## src/core/obpv_defs.svh

```systemverilog
// constants for the one-time-programmable byte programmer controller
// assumes a 25 MHz reference clock; included by the package and the controller
`ifndef OBPV_DEFS_SVH
`define OBPV_DEFS_SVH
`define OBPV_CLK_MHZ      25
`define OBPV_PW_NS        100000
`define OBPV_PW_CYC       ((`OBPV_PW_NS * `OBPV_CLK_MHZ) / 1000)
`define OBPV_SETUP_NS     2000
`define OBPV_SETUP_CYC    ((`OBPV_SETUP_NS * `OBPV_CLK_MHZ + 999) / 1000)
`define OBPV_OE_NS        150
`define OBPV_OE_CYC       ((`OBPV_OE_NS * `OBPV_CLK_MHZ + 999) / 1000)
`define OBPV_MAX_RETRY    10
`define OBPV_ADDR_W       15
`define OBPV_LAST_ADDR    15'h7FFF
`endif

```

## src/core/obpv_pkg.sv

```systemverilog
// types for the one-time-programmable byte programmer controller
// assumes obpv_defs.svh is on the include path
`default_nettype none
`include "obpv_defs.svh"
package obpv_pkg;
  // sequencer states
  typedef enum logic [3:0] {
    OBPV_IDLE   = 4'h0,
    OBPV_PWR_UP = 4'h1,
    OBPV_PASS1  = 4'h2,
    OBPV_VSETUP = 4'h3,
    OBPV_VREAD  = 4'h4,
    OBPV_RETRY  = 4'h5,
    OBPV_PWR_DN = 4'h6,
    OBPV_FREAD  = 4'h7,
    OBPV_DONE   = 4'h8,
    OBPV_IDREAD = 4'h9
  } obpv_state_t;
  // supply levels requested from the power stage
  typedef enum logic [1:0] {
    OBPV_SUP_OFF  = 2'h0,
    OBPV_SUP_READ = 2'h1,
    OBPV_SUP_PROG = 2'h2
  } obpv_sup_t;
endpackage : obpv_pkg
`default_nettype wire

```

## src/core/obpv_ctrl.sv

```systemverilog
// programmer that writes and verifies a 32K x 8 one-time memory
// assumes power stage follows supply requests; memory data via data_wr_i
`timescale 1ns/10ps
`default_nettype none
`include "obpv_defs.svh"
module obpv_ctrl
  import obpv_pkg::*;
#(
  parameter int PW_CYC    = `OBPV_PW_CYC,    // program pulse in cycles
  parameter int SETUP_CYC = `OBPV_SETUP_CYC, // setup gap in cycles
  parameter int LAST_ADDR = `OBPV_LAST_ADDR  // last address programmed
) (
  input  wire  logic                    ref_clk_i,   // 25 MHz clock
  input  wire  logic                    rst_i,       // sync reset, high
  input  wire  logic                    start_i,     // begin programming
  input  wire  logic                    id_req_i,    // read id codes
  input  wire  logic [7:0]              data_wr_i,   // image byte at addr
  input  wire  logic [7:0]              data_pins_i, // memory data pins in
  output logic [`OBPV_ADDR_W-1:0]       addr_o,      // memory address
  output logic [7:0]                    data_pins_o, // memory data pins out
  output logic                          data_pins_oe_o, // drive data pins
  output logic                          ce_n_o,      // program strobe, low
  output logic                          oe_n_o,      // output gate, low
  output obpv_sup_t                     vcc_lvl_o,   // logic supply level
  output obpv_sup_t                     vpp_lvl_o,   // program supply level
  output logic                          id_mode_address_line_o, // raise line 9
  output logic                          busy_o,      // sequence running
  output logic                          done_o,      // sequence finished
  output logic                          fail_o,      // device failed
  output logic [7:0]                    maker_code_o,  // id byte, bit low
  output logic [7:0]                    device_code_o  // id byte, bit high
);
  // refuse parameters the counters cannot hold
  if (PW_CYC < 2 || SETUP_CYC < 1 || LAST_ADDR < 0 ||
      LAST_ADDR > (1 << `OBPV_ADDR_W) - 1 ||
      2*SETUP_CYC + PW_CYC > 65535) begin : g_bad_param
    $error("obpv_ctrl: bad parameter");
  end

  obpv_state_t           state_reg;   // sequencer state
  logic [15:0]           tmr_reg;     // phase timer
  logic [3:0]            retry_reg;   // retry pulses applied
  logic                  id_sel_reg;  // which id byte is read

  // true at last address
  function automatic logic at_last(input logic [`OBPV_ADDR_W-1:0] a);
    at_last = (a == LAST_ADDR[`OBPV_ADDR_W-1:0]);
  endfunction

  // timer phases: setup gap, pulse, then gap
  wire logic t_pulse = (tmr_reg >= 16'(SETUP_CYC)) &&
                       (tmr_reg < 16'(SETUP_CYC + PW_CYC));
  wire logic t_end   = (tmr_reg == 16'(2*SETUP_CYC + PW_CYC));
  wire logic t_rd    = (tmr_reg == 16'(SETUP_CYC + `OBPV_OE_CYC));
  wire logic match   = (data_pins_i == data_wr_i);

  // state sequencing and counters
  always_ff @(posedge ref_clk_i) begin
    if (rst_i) begin
      state_reg  <= OBPV_IDLE;
      tmr_reg    <= 16'h0000;
      retry_reg  <= 4'h0;
      addr_o     <= '0;
      fail_o     <= 1'b0;
      done_o     <= 1'b0;
      id_sel_reg <= 1'b0;
      maker_code_o  <= 8'h00;
      device_code_o <= 8'h00;
    end else begin
      tmr_reg <= tmr_reg + 16'h0001;
      case (state_reg)
        OBPV_IDLE: begin
          tmr_reg <= 16'h0000;
          if (start_i) begin
            addr_o    <= '0;
            fail_o    <= 1'b0;
            done_o    <= 1'b0;
            state_reg <= OBPV_PWR_UP;
          end else if (id_req_i) begin
            addr_o     <= '0;
            id_sel_reg <= 1'b0;
            done_o     <= 1'b0;
            state_reg  <= OBPV_IDREAD;
          end
        end
        OBPV_PWR_UP: begin                        // supplies settle
          if (tmr_reg == 16'(2*SETUP_CYC)) begin
            tmr_reg   <= 16'h0000;
            state_reg <= OBPV_PASS1;
          end
        end
        OBPV_PASS1: begin
          if (t_end) begin
            tmr_reg <= 16'h0000;
            if (at_last(addr_o)) begin
              addr_o    <= '0;
              state_reg <= OBPV_VREAD;
            end else begin
              addr_o <= addr_o + 1'b1;
            end
          end
        end
        OBPV_VREAD: begin
          if (t_rd) begin
            tmr_reg <= 16'h0000;
            if (match) begin
              retry_reg <= 4'h0;
              if (at_last(addr_o)) begin
                state_reg <= OBPV_PWR_DN;
              end else begin
                addr_o <= addr_o + 1'b1;
              end
            end else if (retry_reg == 4'(`OBPV_MAX_RETRY)) begin
              fail_o    <= 1'b1;
              state_reg <= OBPV_PWR_DN;
            end else begin
              state_reg <= OBPV_RETRY;
            end
          end
        end
        OBPV_RETRY: begin
          if (t_end) begin
            tmr_reg   <= 16'h0000;
            retry_reg <= retry_reg + 4'h1;
            state_reg <= OBPV_VREAD;
          end
        end
        OBPV_PWR_DN: begin
          if (tmr_reg == 16'(2*SETUP_CYC)) begin
            tmr_reg   <= 16'h0000;
            addr_o    <= '0;
            state_reg <= fail_o ? OBPV_DONE : OBPV_FREAD;
          end
        end
        OBPV_FREAD: begin
          if (t_rd) begin
            tmr_reg <= 16'h0000;
            if (!match) begin
              fail_o    <= 1'b1;
              state_reg <= OBPV_DONE;
            end else if (at_last(addr_o)) begin
              state_reg <= OBPV_DONE;
            end else begin
              addr_o <= addr_o + 1'b1;
            end
          end
        end
        OBPV_IDREAD: begin
          if (t_rd) begin
            tmr_reg <= 16'h0000;
            if (!id_sel_reg) begin
              maker_code_o <= data_pins_i;
              id_sel_reg   <= 1'b1;
              addr_o       <= 15'h0001;            // select device byte
            end else begin
              device_code_o <= data_pins_i;
              state_reg     <= OBPV_DONE;
            end
          end
        end
        OBPV_DONE: begin
          done_o    <= 1'b1;
          retry_reg <= 4'h0;
          state_reg <= OBPV_IDLE;
        end
        default: state_reg <= OBPV_IDLE;
      endcase
    end
  end

  // pin drive: strobe, gate and data direction
  always_ff @(posedge ref_clk_i) begin
    if (rst_i) begin
      ce_n_o         <= 1'b1;
      oe_n_o         <= 1'b1;
      data_pins_o    <= 8'h00;
      data_pins_oe_o <= 1'b0;
      id_mode_address_line_o <= 1'b0;
    end else begin
      ce_n_o <= 1'b1;
      oe_n_o <= 1'b1;
      data_pins_oe_o <= 1'b0;
      id_mode_address_line_o <= (state_reg == OBPV_IDREAD);
      case (state_reg)
        OBPV_PASS1, OBPV_RETRY: begin
          data_pins_o    <= data_wr_i;
          data_pins_oe_o <= !t_end;
          ce_n_o         <= !t_pulse;
        end
        OBPV_VREAD, OBPV_FREAD, OBPV_IDREAD: begin
          // strobe only together with the gate: strobe low, gate off and
          // raised program supply would program whatever floats on pins
          ce_n_o <= (tmr_reg < 16'(SETUP_CYC - 1));
          oe_n_o <= (tmr_reg < 16'(SETUP_CYC - 1));
        end
        default: data_pins_o <= data_pins_o;
      endcase
    end
  end

  // supply requests and status
  always_ff @(posedge ref_clk_i) begin
    if (rst_i) begin
      vcc_lvl_o <= OBPV_SUP_OFF;
      vpp_lvl_o <= OBPV_SUP_OFF;
      busy_o    <= 1'b0;
    end else begin
      busy_o <= (state_reg != OBPV_IDLE) && (state_reg != OBPV_DONE);
      case (state_reg)
        OBPV_PWR_UP: begin
          vcc_lvl_o <= OBPV_SUP_PROG;
          if (tmr_reg >= 16'(SETUP_CYC))
            vpp_lvl_o <= OBPV_SUP_PROG;
        end
        OBPV_PWR_DN: begin
          vpp_lvl_o <= OBPV_SUP_READ;
          if (tmr_reg >= 16'(SETUP_CYC))
            vcc_lvl_o <= OBPV_SUP_READ;
        end
        OBPV_IDREAD: begin
          vcc_lvl_o <= OBPV_SUP_READ;
          vpp_lvl_o <= OBPV_SUP_READ;
        end
        OBPV_IDLE: begin
          vpp_lvl_o <= OBPV_SUP_READ;
          vcc_lvl_o <= OBPV_SUP_READ;
        end
        default: vcc_lvl_o <= vcc_lvl_o;
      endcase
    end
  end

  // pulse width, pin sharing, supply order, retry and address checks
  int pw_cnt;
  always_ff @(posedge ref_clk_i)
    pw_cnt <= (rst_i || ce_n_o) ? 0 : pw_cnt + 1;
  a_pulse_width: assert property (@(posedge ref_clk_i) disable iff (rst_i)
    $rose(ce_n_o) && $past(data_pins_oe_o)
    |-> $past(pw_cnt) == PW_CYC - 1)
    else $error("program pulse width wrong");
  a_data_gate: assert property (@(posedge ref_clk_i) disable iff (rst_i)
    data_pins_oe_o |-> oe_n_o)
    else $error("data driven with gate low");
  a_strobe_data: assert property (@(posedge ref_clk_i) disable iff (rst_i)
    !ce_n_o && oe_n_o |-> data_pins_oe_o)
    else $error("strobe low with data released");
  a_vpp_order: assert property (@(posedge ref_clk_i) disable iff (rst_i)
    vpp_lvl_o == OBPV_SUP_PROG |-> vcc_lvl_o == OBPV_SUP_PROG)
    else $error("program supply ahead of logic");
  a_retry_limit: assert property (@(posedge ref_clk_i) disable iff (rst_i)
    retry_reg <= 4'(`OBPV_MAX_RETRY))
    else $error("too many retries");
  a_fail_stop: assert property (@(posedge ref_clk_i) disable iff (rst_i)
    state_reg == OBPV_VREAD && t_rd && !match &&
    retry_reg == 4'(`OBPV_MAX_RETRY)
    |=> fail_o && state_reg == OBPV_PWR_DN)
    else $error("fail not reported");
  a_first_addr: assert property (@(posedge ref_clk_i) disable iff (rst_i)
    state_reg == OBPV_IDLE && start_i |=> addr_o == '0)
    else $error("not at first address");
  a_advance: assert property (@(posedge ref_clk_i) disable iff (rst_i)
    state_reg == OBPV_VREAD && t_rd && match && !at_last(addr_o)
    |=> addr_o == $past(addr_o) + 1'b1)
    else $error("address not advanced");
  a_low_supply: assert property (@(posedge ref_clk_i) disable iff (rst_i)
    state_reg == OBPV_FREAD |-> vpp_lvl_o == OBPV_SUP_READ)
    else $error("final read at high supply");
  c_retry: cover property (@(posedge ref_clk_i) state_reg == OBPV_RETRY);
  c_fail:  cover property (@(posedge ref_clk_i) $rose(fail_o));
  c_pass:  cover property (@(posedge ref_clk_i) done_o && !fail_o);
  c_id:    cover property (@(posedge ref_clk_i) state_reg == OBPV_IDREAD);
endmodule : obpv_ctrl
`default_nettype wire

```

## config.mk

```make
export PLATFORM = sky130hd
export DESIGN_NAME = obpv_ctrl
export DESIGN_NICKNAME = d
export VERILOG_FILES = /design/src/core/obpv_pkg.sv /design/src/core/obpv_ctrl.sv
export VERILOG_INCLUDE_DIRS = /design/src /design/src/core
export SDC_FILE = /design/constraint.sdc
export NUM_CORES = 1
export LEC_CHECK = 0
export BUFFER_PORTS_ARGS = -buffer_cell sky130_fd_sc_hd__buf_2
export CORE_MARGIN = 2
export CORE_UTILIZATION = 50
export DETAILED_ROUTE_END_ITERATION = 16
export GPL_ROUTABILITY_DRIVEN = 0
export PLACE_DENSITY = 0.77
export SLEW_MARGIN = 30
export SYNTH_ARGS = -nofsm -noshare
export SYNTH_HDL_FRONTEND = slang
export SYNTH_SLANG_ARGS = --single-unit
```

## constraint.sdc

```tcl
create_clock -name ref_clk_i -period 2.5 [get_ports ref_clk_i]
set_clock_uncertainty 0.1 [all_clocks]
set_input_delay 0.25 -clock ref_clk_i [delete_from_list [all_inputs] [get_ports ref_clk_i]]
set_output_delay 0.25 -clock ref_clk_i [all_outputs]
set_load 0.02 [all_outputs]
```

# Word-level counts from Yosys, hierarchy flattened
# Cells that the tools add are included.
# op_classes
mux	55
eq_ne	40
order_cmp	3
n_bitwise	3
reduce_logical	31
addsub	3
# ops
operator	count
$mux 15	10
$mux 4	19
$pmux 15 s5	1
$pmux 16 s4	1
$mux 16	3
$ne 2x2->1 const B	20
$pmux 4 s8	1
$add 16x1->16 const B	1
$eq 16x12->1 const B	1
$eq 16x6->1 const B	1
$eq 16x7->1 const B	1
$eq 4x3->1 const B	4
$ge 16x6->1 const B	1
$lt 16x12->1 const B	1
$lt 16x6->1 const B	1
$add 15x1->15 const B	1
$eq 15x15->1 const B	1
$eq 4x4->1 const B	3
$pmux 4 s3	1
$reduce_and 12->1	1
$reduce_or 2->1	6
$mux 1	10
$ne 3x3->1 const B	3
$reduce_and 9->1	1
other kinds (24)	42
# word_totals
ff_bits	75
input_bits	20
output_inout_bits	50

# Depth between registers and ports, before layout
# Gate-level depths: netlist of run 1.
# logic_depth
depth_word	5
ltp_mapped	9

# Worst setup path after synthesis of run 1
# OpenSTA, ideal clock, no wires.
# synth_path
path_type	register to register
startpoint	reg tmr_reg[11]
endpoint	reg tmr_reg[14]
setup_ns	0.115
period_less_slack_ns	2.535
required_ns	2.285
stages_incl_launch_ff	9
path_slack_ns	-0.035
path_buffers	2
arrival_ns	2.320
path_cell_list	dfxtp_1 buf_2 or4b_1 nor4_1 a21oi_1 or3_4 o21ai_4 buf_4 nor2_1
# synth_via
elab_chain_len	3
# synth_rtl
item	line	text
start, declared	obpv_ctrl.sv:41	logic [15:0] tmr_reg;
start signal, assigned	obpv_ctrl.sv:70	tmr_reg <= tmr_reg + 16'h0001;
$add 16x1->16, or another cell as far along	obpv_ctrl.sv:70	
$mux 16, on equally long branches	--	
$pmux 16 s4 (*)	obpv_ctrl.sv:71	case (state_reg)
# Every way passes the cells marked *; elsewhere a longest branch is shown, timed or not.
# A chain may end at the register's enable or synchronous reset.

# Worst setup path in the final report of run 1
# layout_path
startpoint	reg tmr_reg[10]
endpoint	reg addr_o[13]
# layout_via
elab_chain_len	3
# layout_rtl
item	line	text
$eq 16x7->1, or another cell as far along	obpv_ctrl.sv:129	if (tmr_reg == 16'(2*SETUP_CYC)) begin
$ne 2x2->1 (no source line) or $ne 2x1->1 (tied branches)	--	
$reduce_and 9->1 (no source line) (*)	--	
end signal, assigned	obpv_ctrl.sv:99	addr_o <= addr_o + 1'b1;
end signal, assigned	obpv_ctrl.sv:111	addr_o <= addr_o + 1'b1;
end signal, assigned	obpv_ctrl.sv:144	addr_o <= addr_o + 1'b1;
end, declared	obpv_ctrl.sv:19	output logic [`OBPV_ADDR_W-1:0] addr_o,
# Marks and branches as above.

==> results of run 1 <==
[worst max path at each step]
stage / start / end / slack, ns / cells past startpoint
2_1_floorplan: tmr_reg[10] / tmr_reg[14] / 0.02 / 8
3_3_place_gp: tmr_reg[13] / tmr_reg[2] / 0.1 / 7
3_5_place_dp: tmr_reg[13] / addr_o[8] / 0.01 / 6
4_1_cts: tmr_reg[13] / addr_o[8] / -0.006 / 6
5_1_grt: tmr_reg[10] / addr_o[7] / -0.05 / 8
6_report: tmr_reg[10] / addr_o[13] / 0.04 / 8
[critical path, cell delays in order, from the launching register on]
cell,delay (ns)
dfxtp_2,0.34
or4_4,0.58
nor4_4,0.28
buf_4,0.18
o22ai_2,0.08
nor3_4,0.22
buf_12,0.15
nand3_2,0.15
o41ai_2,0.29
[cell usage in the layout (no fill, tap or decap), types with 7 or more instances in the layout]
cell type,instances
inv_1,11
nand3b_1,7
nand3_1,19
buf_2,69
xor2_1,16
dfxtp_1,72
nor3_1,10
nor2b_1,7
mux2i_1,26
nand4_1,13
o21ai_0,14
nand2_1,43
a21oi_1,21
buf_4,35
a41o_1,9
xnor2_1,8
nor2_1,73
clkbuf_8,11
[timing repair]
item / 4_1_cts / 5_1_grt
setup buffers: 0 / 4
hold buffers: 0 / 0
gates resized for setup: 0 / 18
gates cloned: 0 / 1
setup endpoints to repair: 1 / 40
pin swaps: 0 / 7
[power by group through the flow]
stage | registers, µW | logic (µW) | clock network [µW]
after global placement | 1400 | 1420 | 0
after detailed placement | 1400 | 1440 | 0
final | 1380 | 1540 | 882
after floorplan | 1430 | 946 | 0
after CTS | 1380 | 1450 | 900
after global routing | 1390 | 1670 | 954
[per-stage QoR]
stage | power (µW) | utilization | cells | setup WS [ns] | hold WS, ns
final | 3800 | 0.636 | 665 | 0.0365 | 0.0667
after global placement | 2820 | 0.595 | 644 | 0.0973 | 0.343
after global routing | 4020 | 0.636 | 665 | -0.0457 | 0.0679
after detailed placement | 2850 | 0.595 | 644 | 0.0144 | 0.360
after floorplan | 2370 | - | 462 | 0.0219 | 0.260
after CTS | 3730 | 0.620 | 660 | -0.00605 | 0.0554
[logic make-up after synthesis]
group           count (synthesis)  share of synthesized area
simple gates                  208                      0.273
flops                          75                      0.385
buf+inv                        36                     0.0411
fa+ha+maj                       6                     0.0193
compound gates                 86                      0.158
xor+xnor                       24                     0.0540
mux                            27                     0.0697
[per-layer routing]
| metal | track usage | up-vias |
|---|---|---|
| met1 | 0.285 | 1784 |
| li1 | - | 1851 |
| met2 | 0.391 | 142 |
| met5 | 0 | - |
| met4 | 0.0771 | 0 |
| met3 | 0.0731 | 14 |
[area by class of cell]
cell class,instances,share of cell area
Clock buffer,12,0.0319
Clock inverter,4,0.00669
Inverter,11,0.00849
Multi-Input combinational cell,352,0.475
Sequential cell,75,0.310
Tap cell,102,0.0262
Timing Repair Buffer,109,0.142
==> results, run 1 <==
- The number of optimization iterations in the first detailed-route pass is 4.
- For this run, the register share of the synthesized area comes to 0.385.
- Of the total power, the share spent switching nets is 0.381.
- After detailed routing, the average wire length per cell comes to 14.9 µm.
- After legalization and detailed placement, the total HPWL measured 7230 µm.
- The clock input transition at the sequential cells of the worst setup and hold paths is 0.08 ns.
- Power spread over the standard cell area amounts to 782 nW/µm².
- The floorplan has 32 rows.
- Detailed routing placed a total of 763 µm of wire on met3.
- The number of flip-flops under the largest register name is 16.
- The area taken by flip-flops and latches is 1510 µm².
- The net count of the mapped netlist is 488.
- From left edge to right edge, the die measures 92.3 µm.
- The master cell of the clock root buffer is clkbuf_8.
- The number of antenna violations at the first check in global routing is 0.
- The count of routing violations after the opening detailed-route iteration is 178.
- The period utilization is 0.985.
- The startpoint identified for the worst hold timing path is data_wr_i[6].
- The wire length the detailed router placed on met1 is 4370 µm.
- The number of max-slew violations in the final report is 0.
- The classification of the worst-slack hold path is input port to flop.
- Synthesis produced 462 cells.
- The smallest clock period supported by the final layout is computed as 2.46 ns.
- The worst setup path is of the flop to flop kind.
- At the pin with the least slew margin, the transition time is 0.568 ns.
- Clock tree synthesis inserted a total of 9 buffers.
- The aggregate negative setup slack is 0 ns.
- The commonest cells after synthesis are dfxtp_1 (75), nor2_1 (74), nand2_1 (43).
- Max-cap violations in this run came to 0.
- The floorplan step defined a die boundary enclosing 8510 µm².
- The number of design rule violations left after detail routing is 0.
- Detailed routing placed a total of 4660 µm of wire on met2.
- Internal power comes to 2350 µW.
- The share of the synthesized area in the top cell type is 0.385.
- Using the TritonRoute via totals, the vias-per-cell ratio works out to 5.70.
- The share of total power dissipated in combinational logic is 0.404.
- The overall overflow remaining after global route is 0.
- The flow ran to the end, and the final reports show no timing, DRC or antenna violations.
- Timing would allow up to 406 MHz.
- The share of power burned in registers is 0.364.
- Setup repair after global routing could not meet its margin everywhere.
- The static leakage is 0.00200 µW.
- Among all flip-flop cells after synthesis, the most frequent one is dfxtp_1.
- The total via count in the routed design is 3,791.
- The data required time at the worst endpoint is 2.66 ns.
- The mapped cell area is 3890 µm².
- The startpoint class of the critical path is a flop.
- VDD sags by at most 0.421 mV.
- The synthesized design contains 0 enable-type register cells.
- Data arrives at the worst endpoint at 2.62 ns.
- The fill cell total of the finished layout is 657.
- The count of nets left with antenna violations after detail routing is 0.
- The highest metal layer carrying signal wires in the routed design is met4.
- The area added between synthesis and finish is 24.8%.
- The path with the worst hold slack has its endpoint at data_pins_o[6].
- The number of stages on the worst hold path is 3.
- The first-pass GRT wire length is 16,000 µm.
- The H-tree level count is 3.
- The clock network latency to the later pin of the worst-skew pair is 0.35 ns.
- The combined area of the multi-input logic cells is 2310 µm².
- TritonCTS built the clock tree.
- The core footprint is 7650 µm².
- By instance count, the leading cell after synthesis is dfxtp_1.
- The quantity of I/O buffers inserted on ports is 69.
- Along the worst path, the maximum fanout reaches 7.
- Of the total power, the clock network draws 0.232.
- The setup slack of the most critical reg-to-reg path is 0.04 ns.
- Summing all placed instances gives a cell area of 4550 µm².
- The initial utilization of the core area, before any placement, comes to 0.509.
- The final number of hold-violating endpoints is 0.
- No sink is reached through more buffers than the 2 on the longest clock path.
- For this run, the total global-route usage over all layers was measured as 0.233.
- The synthesis warning total is 0.
- The switching power of the nets is 1450 µW.
- The worst register-to-register path ends at addr_o[13].
- In the post-synthesis netlist, the biggest area contributors are dfxtp_1 (39%), nor2_1 (7.1%), mux2i_1 (6.7%).
- The number of global-route vias before repair is 3,459.
- Of the cells placed in the final design, the portion with a size suffix greater than 1 is 0.281.
- The worst setup path is captured at a flop.
- The die is 92.3 µm tall.
- The headroom to the max-slew limit is 0.621.
- The share of synthesized registers carrying an async set or reset is 0.
- In this run the count of I/O pins placed on the die edge is 70.
- The count of final setup violators is 0.
- After synthesis the netlist holds a flip-flop and latch count of 75.
- The pin count of the biggest net entering global routing is 45.
- 0 antenna diodes ended up in the layout.
- For this block, the routed nets add up to 9900 µm of wire.
- The net count of the finished layout is 584.
- Summed over all instances, the cell type with the most area after synthesis is dfxtp_1.
- The clock sink count is 75.
- After routing the design area is 4860 µm².
- The depth of the most critical reg-to-reg path is 8.
- A synthesized cell averages 8.43 µm².
- The number of different library cells in the post-synthesis netlist is 63.
- The startpoint identified for the worst register-to-register timing path is tmr_reg[10].
No activity file was read; power rests on OpenSTA's default activity.
==> run 2: changes to the inputs <==
--- a/config.mk
+++ b/config.mk
@@ -11,7 +11,8 @@
 export CORE_UTILIZATION = 50
 export DETAILED_ROUTE_END_ITERATION = 16
 export GPL_ROUTABILITY_DRIVEN = 0
-export PLACE_DENSITY = 0.77
+export HOLD_SLACK_MARGIN = 0.12
+export PLACE_DENSITY_LB_ADDON = 0.25
 export SLEW_MARGIN = 30
 export SYNTH_ARGS = -nofsm -noshare
 export SYNTH_HDL_FRONTEND = slang
==> run 2 against run 1 <==
Combinational power up 4%; core utilization up 2.5 points; setup slack worse by 0.018 ns; register-to-register slack worse by 0.02 ns; critical endpoint is now tmr_reg[3]; largest power group unchanged; flip-flop and latch count unchanged.
==> results, run 2 (synthesis results as in run 1) <==
- The flow ran to the end, and the final reports show no timing, DRC or antenna violations.
- The post-detailed-routing wire length is 11,000 µm (+11%).
- The overall overflow remaining after global route came to 0 (unchanged).
- The final worst-path setup slack was 0.0180 ns (-0.0185 ns).
- The met2 layer wire length in the routed design is 5410 µm (+16%).
- The clock period minus final worst setup slack is 2.48 ns (+0.0185 ns).
- The area after detailed placement is 4570 µm² (+0.33%).
- The global-route usage over all layers was 0.254 (+0.0209).
- The largest buffer count on any clock path came to 2 (unchanged).
- After detailed routing, no signal wire sits above met4.
- The quantity of I/O buffers inserted on ports was 69 (unchanged).
- The final cell area excluding filler cells is 5050 µm² (+3.9%).
- The headroom to the max-slew limit is 0.599 (-0.0219).
- The clock sink count is 75 (unchanged).
- The clock network latency to the later pin of the worst-skew pair was 0.36 ns (about the same).
- The count of routing violations after the opening detailed-route iteration is 237 (+33%).
- The signal arrival time at the worst endpoint is 2.64 ns (+0.02 ns).
- The net count of the finished layout is 605 (+3.6%).
- The transition time of the tightest slew-check pin is 0.600 ns (+0.0322 ns).
- The detail-routed via count per cell is 5.79 (+1.5%).
- The filler-free cell count of the finished design is 686 (+3.2%).
- The worst setup slack before clock tree synthesis came to 0.0260 ns (+0.0116 ns).
- The classification of the worst-slack hold path is input port to flop.
- The signal on the critical path passes through or4_4 > nor4_4 > buf_4 > nor2b_2 > or3_4 > o21ai_4 > buf_12 > nor2_1.
- The number of flip-flops under the largest register name is 16 (unchanged).
- The clock input transition at the sequential cells of the worst setup and hold paths is 0.09 ns (about the same).
- The number of global-route vias before repair is 3,711 (+7.3%).
- The half-perimeter wire length after placement is 7360 µm (+1.8%).
- The number of design rule violations left after detail routing is 0 (unchanged).
- The number of max-cap violations was 0 (unchanged).
- The total instance count after detailed placement came to 646 (+0.31%).
- The fraction of final layout cells with drive strength greater than 1 came to 0.267 (-0.0135).
- Leaving out fill and tap cells, the most frequent cells in the layout are dfxtp_1 (75), nor2_1 (74), buf_2 (69).
- The data required time at the worst endpoint is 2.66 ns (about the same).
- The maximum achievable frequency is 403 MHz (-0.74%).
- The maximum resistive drop on vdd came to 0.580 mV (+38%).
- The utilization of the core after routing came to 0.660 (+0.0245).
- The start-to-end type of the worst setup path is flop to flop.
- The number of max-slew violations in the final report is 0 (unchanged).
- The total power draw is 3940 µW (+3.8%).
- The count of antenna diodes in the layout is 0 (unchanged).
- The first-pass GRT wire length came to 17,400 µm (+8.7%).
- The static leakage is 0.00208 µW (+4.3%).
- The overall die area came to 8510 µm² (unchanged).
- The area added between synthesis and finish is 29.6%.
- The period utilization is 0.993 (+0.00739).
- The total via count in the routed design is 3,970 (+4.7%).
- The total length of routed met3 wires is 800 µm (+4.8%).
- The wire length the detailed router placed on met1 is 4580 µm (+4.8%).
- The CTS buffer count is 9 (unchanged).
- The number of optimization iterations in the first detailed-route pass came to 5 (+1).
- The setup slack of the most critical reg-to-reg path is 0.02 ns (-0.02 ns).
- The count of final setup violators is 0 (unchanged).
- The nature of the critical path endpoint is a flop.
- The die height was 92.3 µm (unchanged).
- The fill cell total of the finished layout is 637 (-3.0%).
- The master cell of the clock root buffer is clkbuf_8.
- The final number of hold-violating endpoints is 0 (unchanged).
- The total buffers and inverters traversed by the critical path was 2 (unchanged).
- The number of antenna violations at the first check in global routing is 0 (unchanged).
- The core footprint is 7650 µm² (unchanged).
- The die width is 92.3 µm (unchanged).
- The row count was 32 (unchanged).
- The number of top-level pins came to 70 (unchanged).
- The startpoint class of the critical path is a flop.
- The H-tree level count was 3 (unchanged).
- The pin count of the biggest net entering global routing was 40 (-11%).
- The starting density of the core is 0.509 (unchanged).
- The largest stage delay on the critical path was 0.59 ns (about the same).
- Setup repair after global routing could not meet its margin everywhere.
- The final routed wire length divided by cell count is 16.0 µm (+7.3%).
- The power density normalized to cell area is 781 nW/µm² (about the same).
- Leaving out fill and tap cells, the most frequent cell in the layout is dfxtp_1.
- The maximum fanout count along the critical path is 16 (+9).
- The slowest stage cell on the critical path is or4_4.
- The count of nets left with antenna violations after detail routing is 0 (unchanged).
- The CTS tree is built.
- The critical path's top delay family is simple AND/OR/NAND/NOR gates.
-- run 2: cell types whose count changed in the layout (fill, tap and decap cells not counted), sizes merged --
cell / before / now
bufinv: 0 / 1
dlygate4sd3: 0 / 17
buf: 109 / 113
clkbuf: 12 / 10
inv: 13 / 14
-- run 2: area by class of cell --
type / instances / area (µm²) / area share
tap: 102 / 128 / 0.0253
clock inverter: 6 / 71.3 / 0.0141
clock buffer: 10 / 128 / 0.0253
timing repair buffer: 130 / 878 / 0.174
inverter: 11 / 41.3 / 0.00818
multi-input combinational: 352 / 2300 / 0.456
sequential: 75 / 1500 / 0.297
-- run 2: report_power, final --
group	switching [µW]	total (µW)	internal, µW
clock network	500	972	472
logic	935	1600	668
registers	83.7	1370	1290
-- run 2: worst reg2reg max path, stage by stage, from the launching register on --
cell and delay (ns):
dfxtp_1 0.35, or4_4 0.59, nor4_4 0.29, buf_4 0.19, nor2b_2 0.05, or3_4 0.41, o21ai_4 0.18, buf_12 0.16
nor2_1 0.07
-- run 2: what timing repair did --
action | CTS | global route
buffers inserted | 0 | 6
resized for setup | 0 | 13
hold endpoints to repair | 25 | 0
hold buffers | 17 | 0
endpoints found under the setup margin | 0 | 33
-- run 2: path summary, 6_finish.rpt --
check / start / to / cells past startpoint
min reg2reg: vcc_lvl_o[0] / vcc_lvl_o[0] / 2
max reg2reg: tmr_reg[10] / tmr_reg[3] / 8
max: tmr_reg[10] / tmr_reg[3] / 8
min: id_req_i / done_o / 4
-- run 2: per-stage QoR --
step	hold WS, ns	setup TNS (ns)
CTS	0.191	0
detailed placement	0.348	0
global placement	0.342	0
global route	0.231	-0.292
floorplan	0.260	0
finish	0.196	0
-- run 2: metal layers --
layer / GRT usage / vias to the layer above
li1: - / 1892
met1: 0.323 / 1875
met2: 0.428 / 179
met3: 0.0633 / 24
met4: 0.0746 / 0
met5: 0 / -
==> run 3: changes to the inputs <==
--- a/config.mk
+++ b/config.mk
@@ -8,9 +8,11 @@
 export LEC_CHECK = 0
 export BUFFER_PORTS_ARGS = -buffer_cell sky130_fd_sc_hd__buf_2
 export CORE_MARGIN = 2
-export CORE_UTILIZATION = 50
+export CORE_UTILIZATION = 55
+export CTS_BUF_LIST = sky130_fd_sc_hd__clkbuf_8
 export DETAILED_ROUTE_END_ITERATION = 16
 export GPL_ROUTABILITY_DRIVEN = 0
+export GPL_TIMING_DRIVEN = 0
 export HOLD_SLACK_MARGIN = 0.12
 export PLACE_DENSITY_LB_ADDON = 0.25
 export SLEW_MARGIN = 30
==> constraint.sdc (replaced) <==
create_clock -name ref_clk_i -period 2.95 [get_ports ref_clk_i]
set_clock_uncertainty 0.1 [all_clocks]
set_input_delay 0.295 -clock ref_clk_i [delete_from_list [all_inputs] [get_ports ref_clk_i]]
set_output_delay 0.295 -clock ref_clk_i [all_outputs]
set_load 0.02 [all_outputs]
==> run 3 against run 2 <==
Sequential power down 17%; critical endpoint is now addr_o[0]; hold slack worse by 0.069 ns; setup slack improved by 0.16 ns; final area down 5.5%; non-clock buffer count down 18; core utilization rose by 3.8 points; sequential share of layout area grew 1.7 points; combinational power down 23%; die area fell by 8.7%; critical path depth up 2; routed wire length down 6.6%; count of clock-buffer cells in the layout is 1 lower.
==> results, run 3 (synthesis results as in run 1) <==
- The count of nets left with antenna violations after detail routing came to 0 (unchanged).
- The half-perimeter wire length after placement is 7060 µm (-4.0%).
- The count of antenna diodes in the layout is 0 (unchanged).
- The final routed wire length divided by cell count is 15.5 µm (-3.0%).
- The number of max-slew violations in the final report is 0 (unchanged).
- The maximum fanout count along the critical path is 10 (-6).
- The worst setup path is captured at a flop.
- The quantity of I/O buffers inserted on ports was 69 (unchanged).
- The worst setup path is launched from an input port.
- The startpoint of the worst setup timing path is data_wr_i[6].
- The static leakage is 0.00191 µW (-8.3%).
- The area added between synthesis and finish is 22.5%.
- The start point of the worst hold path is data_wr_i[3].
- The overall die area was 7770 µm² (-8.7%).
- Setup repair after global routing left no endpoint under its margin.
- The largest stage delay on the critical path is 0.53 ns (-0.06 ns).
- The worst flop-to-flop path endpoint is tmr_reg[12].
- In this run the clock root is driven by a clkbuf_8.
- The clock input transition at the sequential cells of the worst setup and hold paths is 0.10 ns (about the same).
- The clock sink count was 75 (unchanged).
- The row count is 30 (-6.3%).
- The setup slack of the most critical reg-to-reg path is 0.19 ns (+0.17 ns).
- The path with the worst hold slack has its endpoint at data_pins_o[3].
- The clock period could shrink to 2.77 ns.
- The largest buffer count on any clock path was 2 (unchanged).
- The slowest stage cell on the critical path is dlygate4sd3_1.
- The core footprint is 6830 µm² (-11%).
- The die width is 88.2 µm (-4.4%).
- The number of optimization iterations in the first detailed-route pass is 5 (unchanged).
- The maximum achievable frequency is 360 MHz.
- The number of design rule violations left after detail routing is 0 (unchanged).
- The post-detailed-routing wire length is 10,200 µm (-6.6%).
- The first-pass GRT wire length is 16,500 µm (-5.2%).
- In this run the critical register-to-register path is launched from tmr_reg[10].
- The depth of the most critical reg-to-reg path is 8 (unchanged).
- In this run the most used layer during global routing was met2.
- The die height is 88.2 µm (-4.4%).
- Leaving out fill and tap cells, the most frequent cell in the layout is dfxtp_1.
- The library cells used most frequently in the layout, excluding fill and tap cells, are dfxtp_1 (75), nor2_1 (74), buf_2 (71).
- The classification of the worst-slack hold path is input port to flop.
- The data required time at the worst endpoint is 3.13 ns (+0.47 ns).
- The CTS buffer count is 9 (unchanged).
- The pin count of the biggest net entering global routing came to 17 (-57%).
- The CTS tree is built.
- The number of stages on the worst hold path came to 3 (-1).
- The worst slack on hold paths is 0.128 ns (-0.0687 ns).
- The global-route usage over all layers is 0.271 (+0.0167).
- The number of top-level pins is 70 (unchanged).
- The met3 track demand over resource is 0.0660 (+0.00271).
- The number of flip-flops under the largest register name is 16 (unchanged).
- The flow ran to the end, and the final reports show no timing, DRC or antenna violations.
- The met2 layer usage reported by global route is 0.450 (+0.0221).
- The power density normalized to cell area is 679 nW/µm² (-13%).
- The fill cell total of the finished layout came to 577 (-9.4%).
- Walking the worst path, the cells encountered are dlygate4sd3_1 > buf_2 > xor2_1 > nor4_2 > and2_1 > a21o_1 > clkbuf_1 > clkbuf_2 > a31oi_1 > a311oi_1.
- The fraction of final layout cells with drive strength greater than 1 is 0.207 (-0.0600).
- The number of global-route vias before repair is 3,495 (-5.8%).
- The detail-routed via count per cell was 5.83 (+0.78%).
- The aggregate negative setup slack is 0 ns (unchanged).
- The count of routing violations after the opening detailed-route iteration is 193 (-19%).
- The count of final setup violators is 0 (unchanged).
- The final cell area excluding filler cells came to 4770 µm² (-5.5%).
- The clock network latency to the later pin of the worst-skew pair came to 0.37 ns (about the same).
- The H-tree level count is 3 (unchanged).
- The start-to-end type of the worst setup path is input port to flop.
- The area after detailed placement is 4360 µm² (-4.5%).
- The starting density of the core is 0.570 (+0.0608).
- The period utilization is 0.940.
- The final number of hold-violating endpoints was 0 (unchanged).
- The headroom to the max-slew limit was 0.462 (-0.137).
- The number of max-cap violations is 0 (unchanged).
- The total instance count after detailed placement is 627 (-2.9%).
- The transition time of the tightest slew-check pin was 0.801 ns (+0.202 ns).
- The maximum resistive drop on vdd is 0.408 mV (-30%).
- The signal arrival time at the worst endpoint was 2.96 ns (+0.32 ns).
- The number of antenna violations at the first check in global routing is 0 (unchanged).
- The total via count in the routed design is 3,855 (-2.9%).
- The net count of the finished layout is 586 (-3.1%).
- The overall overflow remaining after global route is 0 (unchanged).
- The filler-free cell count of the finished design is 661 (-3.6%).
- The global-route track usage on met1 was 0.342 (+0.0195).
==> run 3: cell count changes in the layout (fill, tap and decap cells not counted), sizes merged <==
cell	previous run	this run
clkinvlp	2	1
dlygate4sd3	17	14
buf	113	81
inv	14	16
nand3	21	20
clkbuf	10	26
==> run 3: how the worst max path moves through the flow <==
stage	slack, ns	cells after the start	to
2_1_floorplan	0.41	8	tmr_reg[14]
3_3_place_gp	0.05	9	addr_o[0]
3_5_place_dp	0.03	8	tmr_reg[12]
4_1_cts	0.006	7	addr_o[7]
5_1_grt	0.04	10	addr_o[0]
6_report	0.18	10	addr_o[0]
==> run 3: layout make-up <==
type	instances	area [µm²]	area share
flip-flops and latches	75	1500	0.315
inverters	11	41.3	0.00865
multi-input cells	351	2250	0.471
plain buffers	25	120	0.0252
well taps	96	120	0.0252
clock inverters	7	91.3	0.0191
repair buffers	87	528	0.111
clock buffers	9	124	0.0260
==> run 3: power breakdown <==
group | internal [µW] | total (µW) | switching [µW]
Combinational | 452 | 1230 | 778
Sequential | 1090 | 1140 | 45.4
Clock | 417 | 874 | 457
Total | 1960 | 3240 | 1280
==> run 3: what timing repair did <==
action                                  in CTS  in global routing
endpoints found under the setup margin       0                 23
endpoints found under the hold margin       19                  0
setup buffers                                0                  4
hold buffers                                14                  0
resized for setup                            0                  4
==> run 3: worst max-delay path: cells and delay by family <==
kind,cells,cell delay (ns)
xor+xnor,1,0.16
buf+inv,4,1.35
compound gates,3,0.48
simple gates,2,0.68
==> run 3: metal layers <==
metal,vias up,share of wire
met1,1850,0.42
met4,0,0.017
met2,131,0.49
met3,17,0.069
met5,-,0
li1,1857,-
==> run 3: stage by stage <==
| stage | util | setup slack [ns] | power [µW] |
|---|---|---|---|
| 2_1_floorplan | - | 0.415 | 2010 |
| 3_3_place_gp | 0.638 | 0.0518 | 2280 |
| 3_5_place_dp | 0.638 | 0.0315 | 2300 |
| 4_1_cts | 0.690 | 0.00642 | 3180 |
| 5_1_grt | 0.699 | 0.0397 | 3390 |
| 6_report | 0.699 | 0.176 | 3240 |
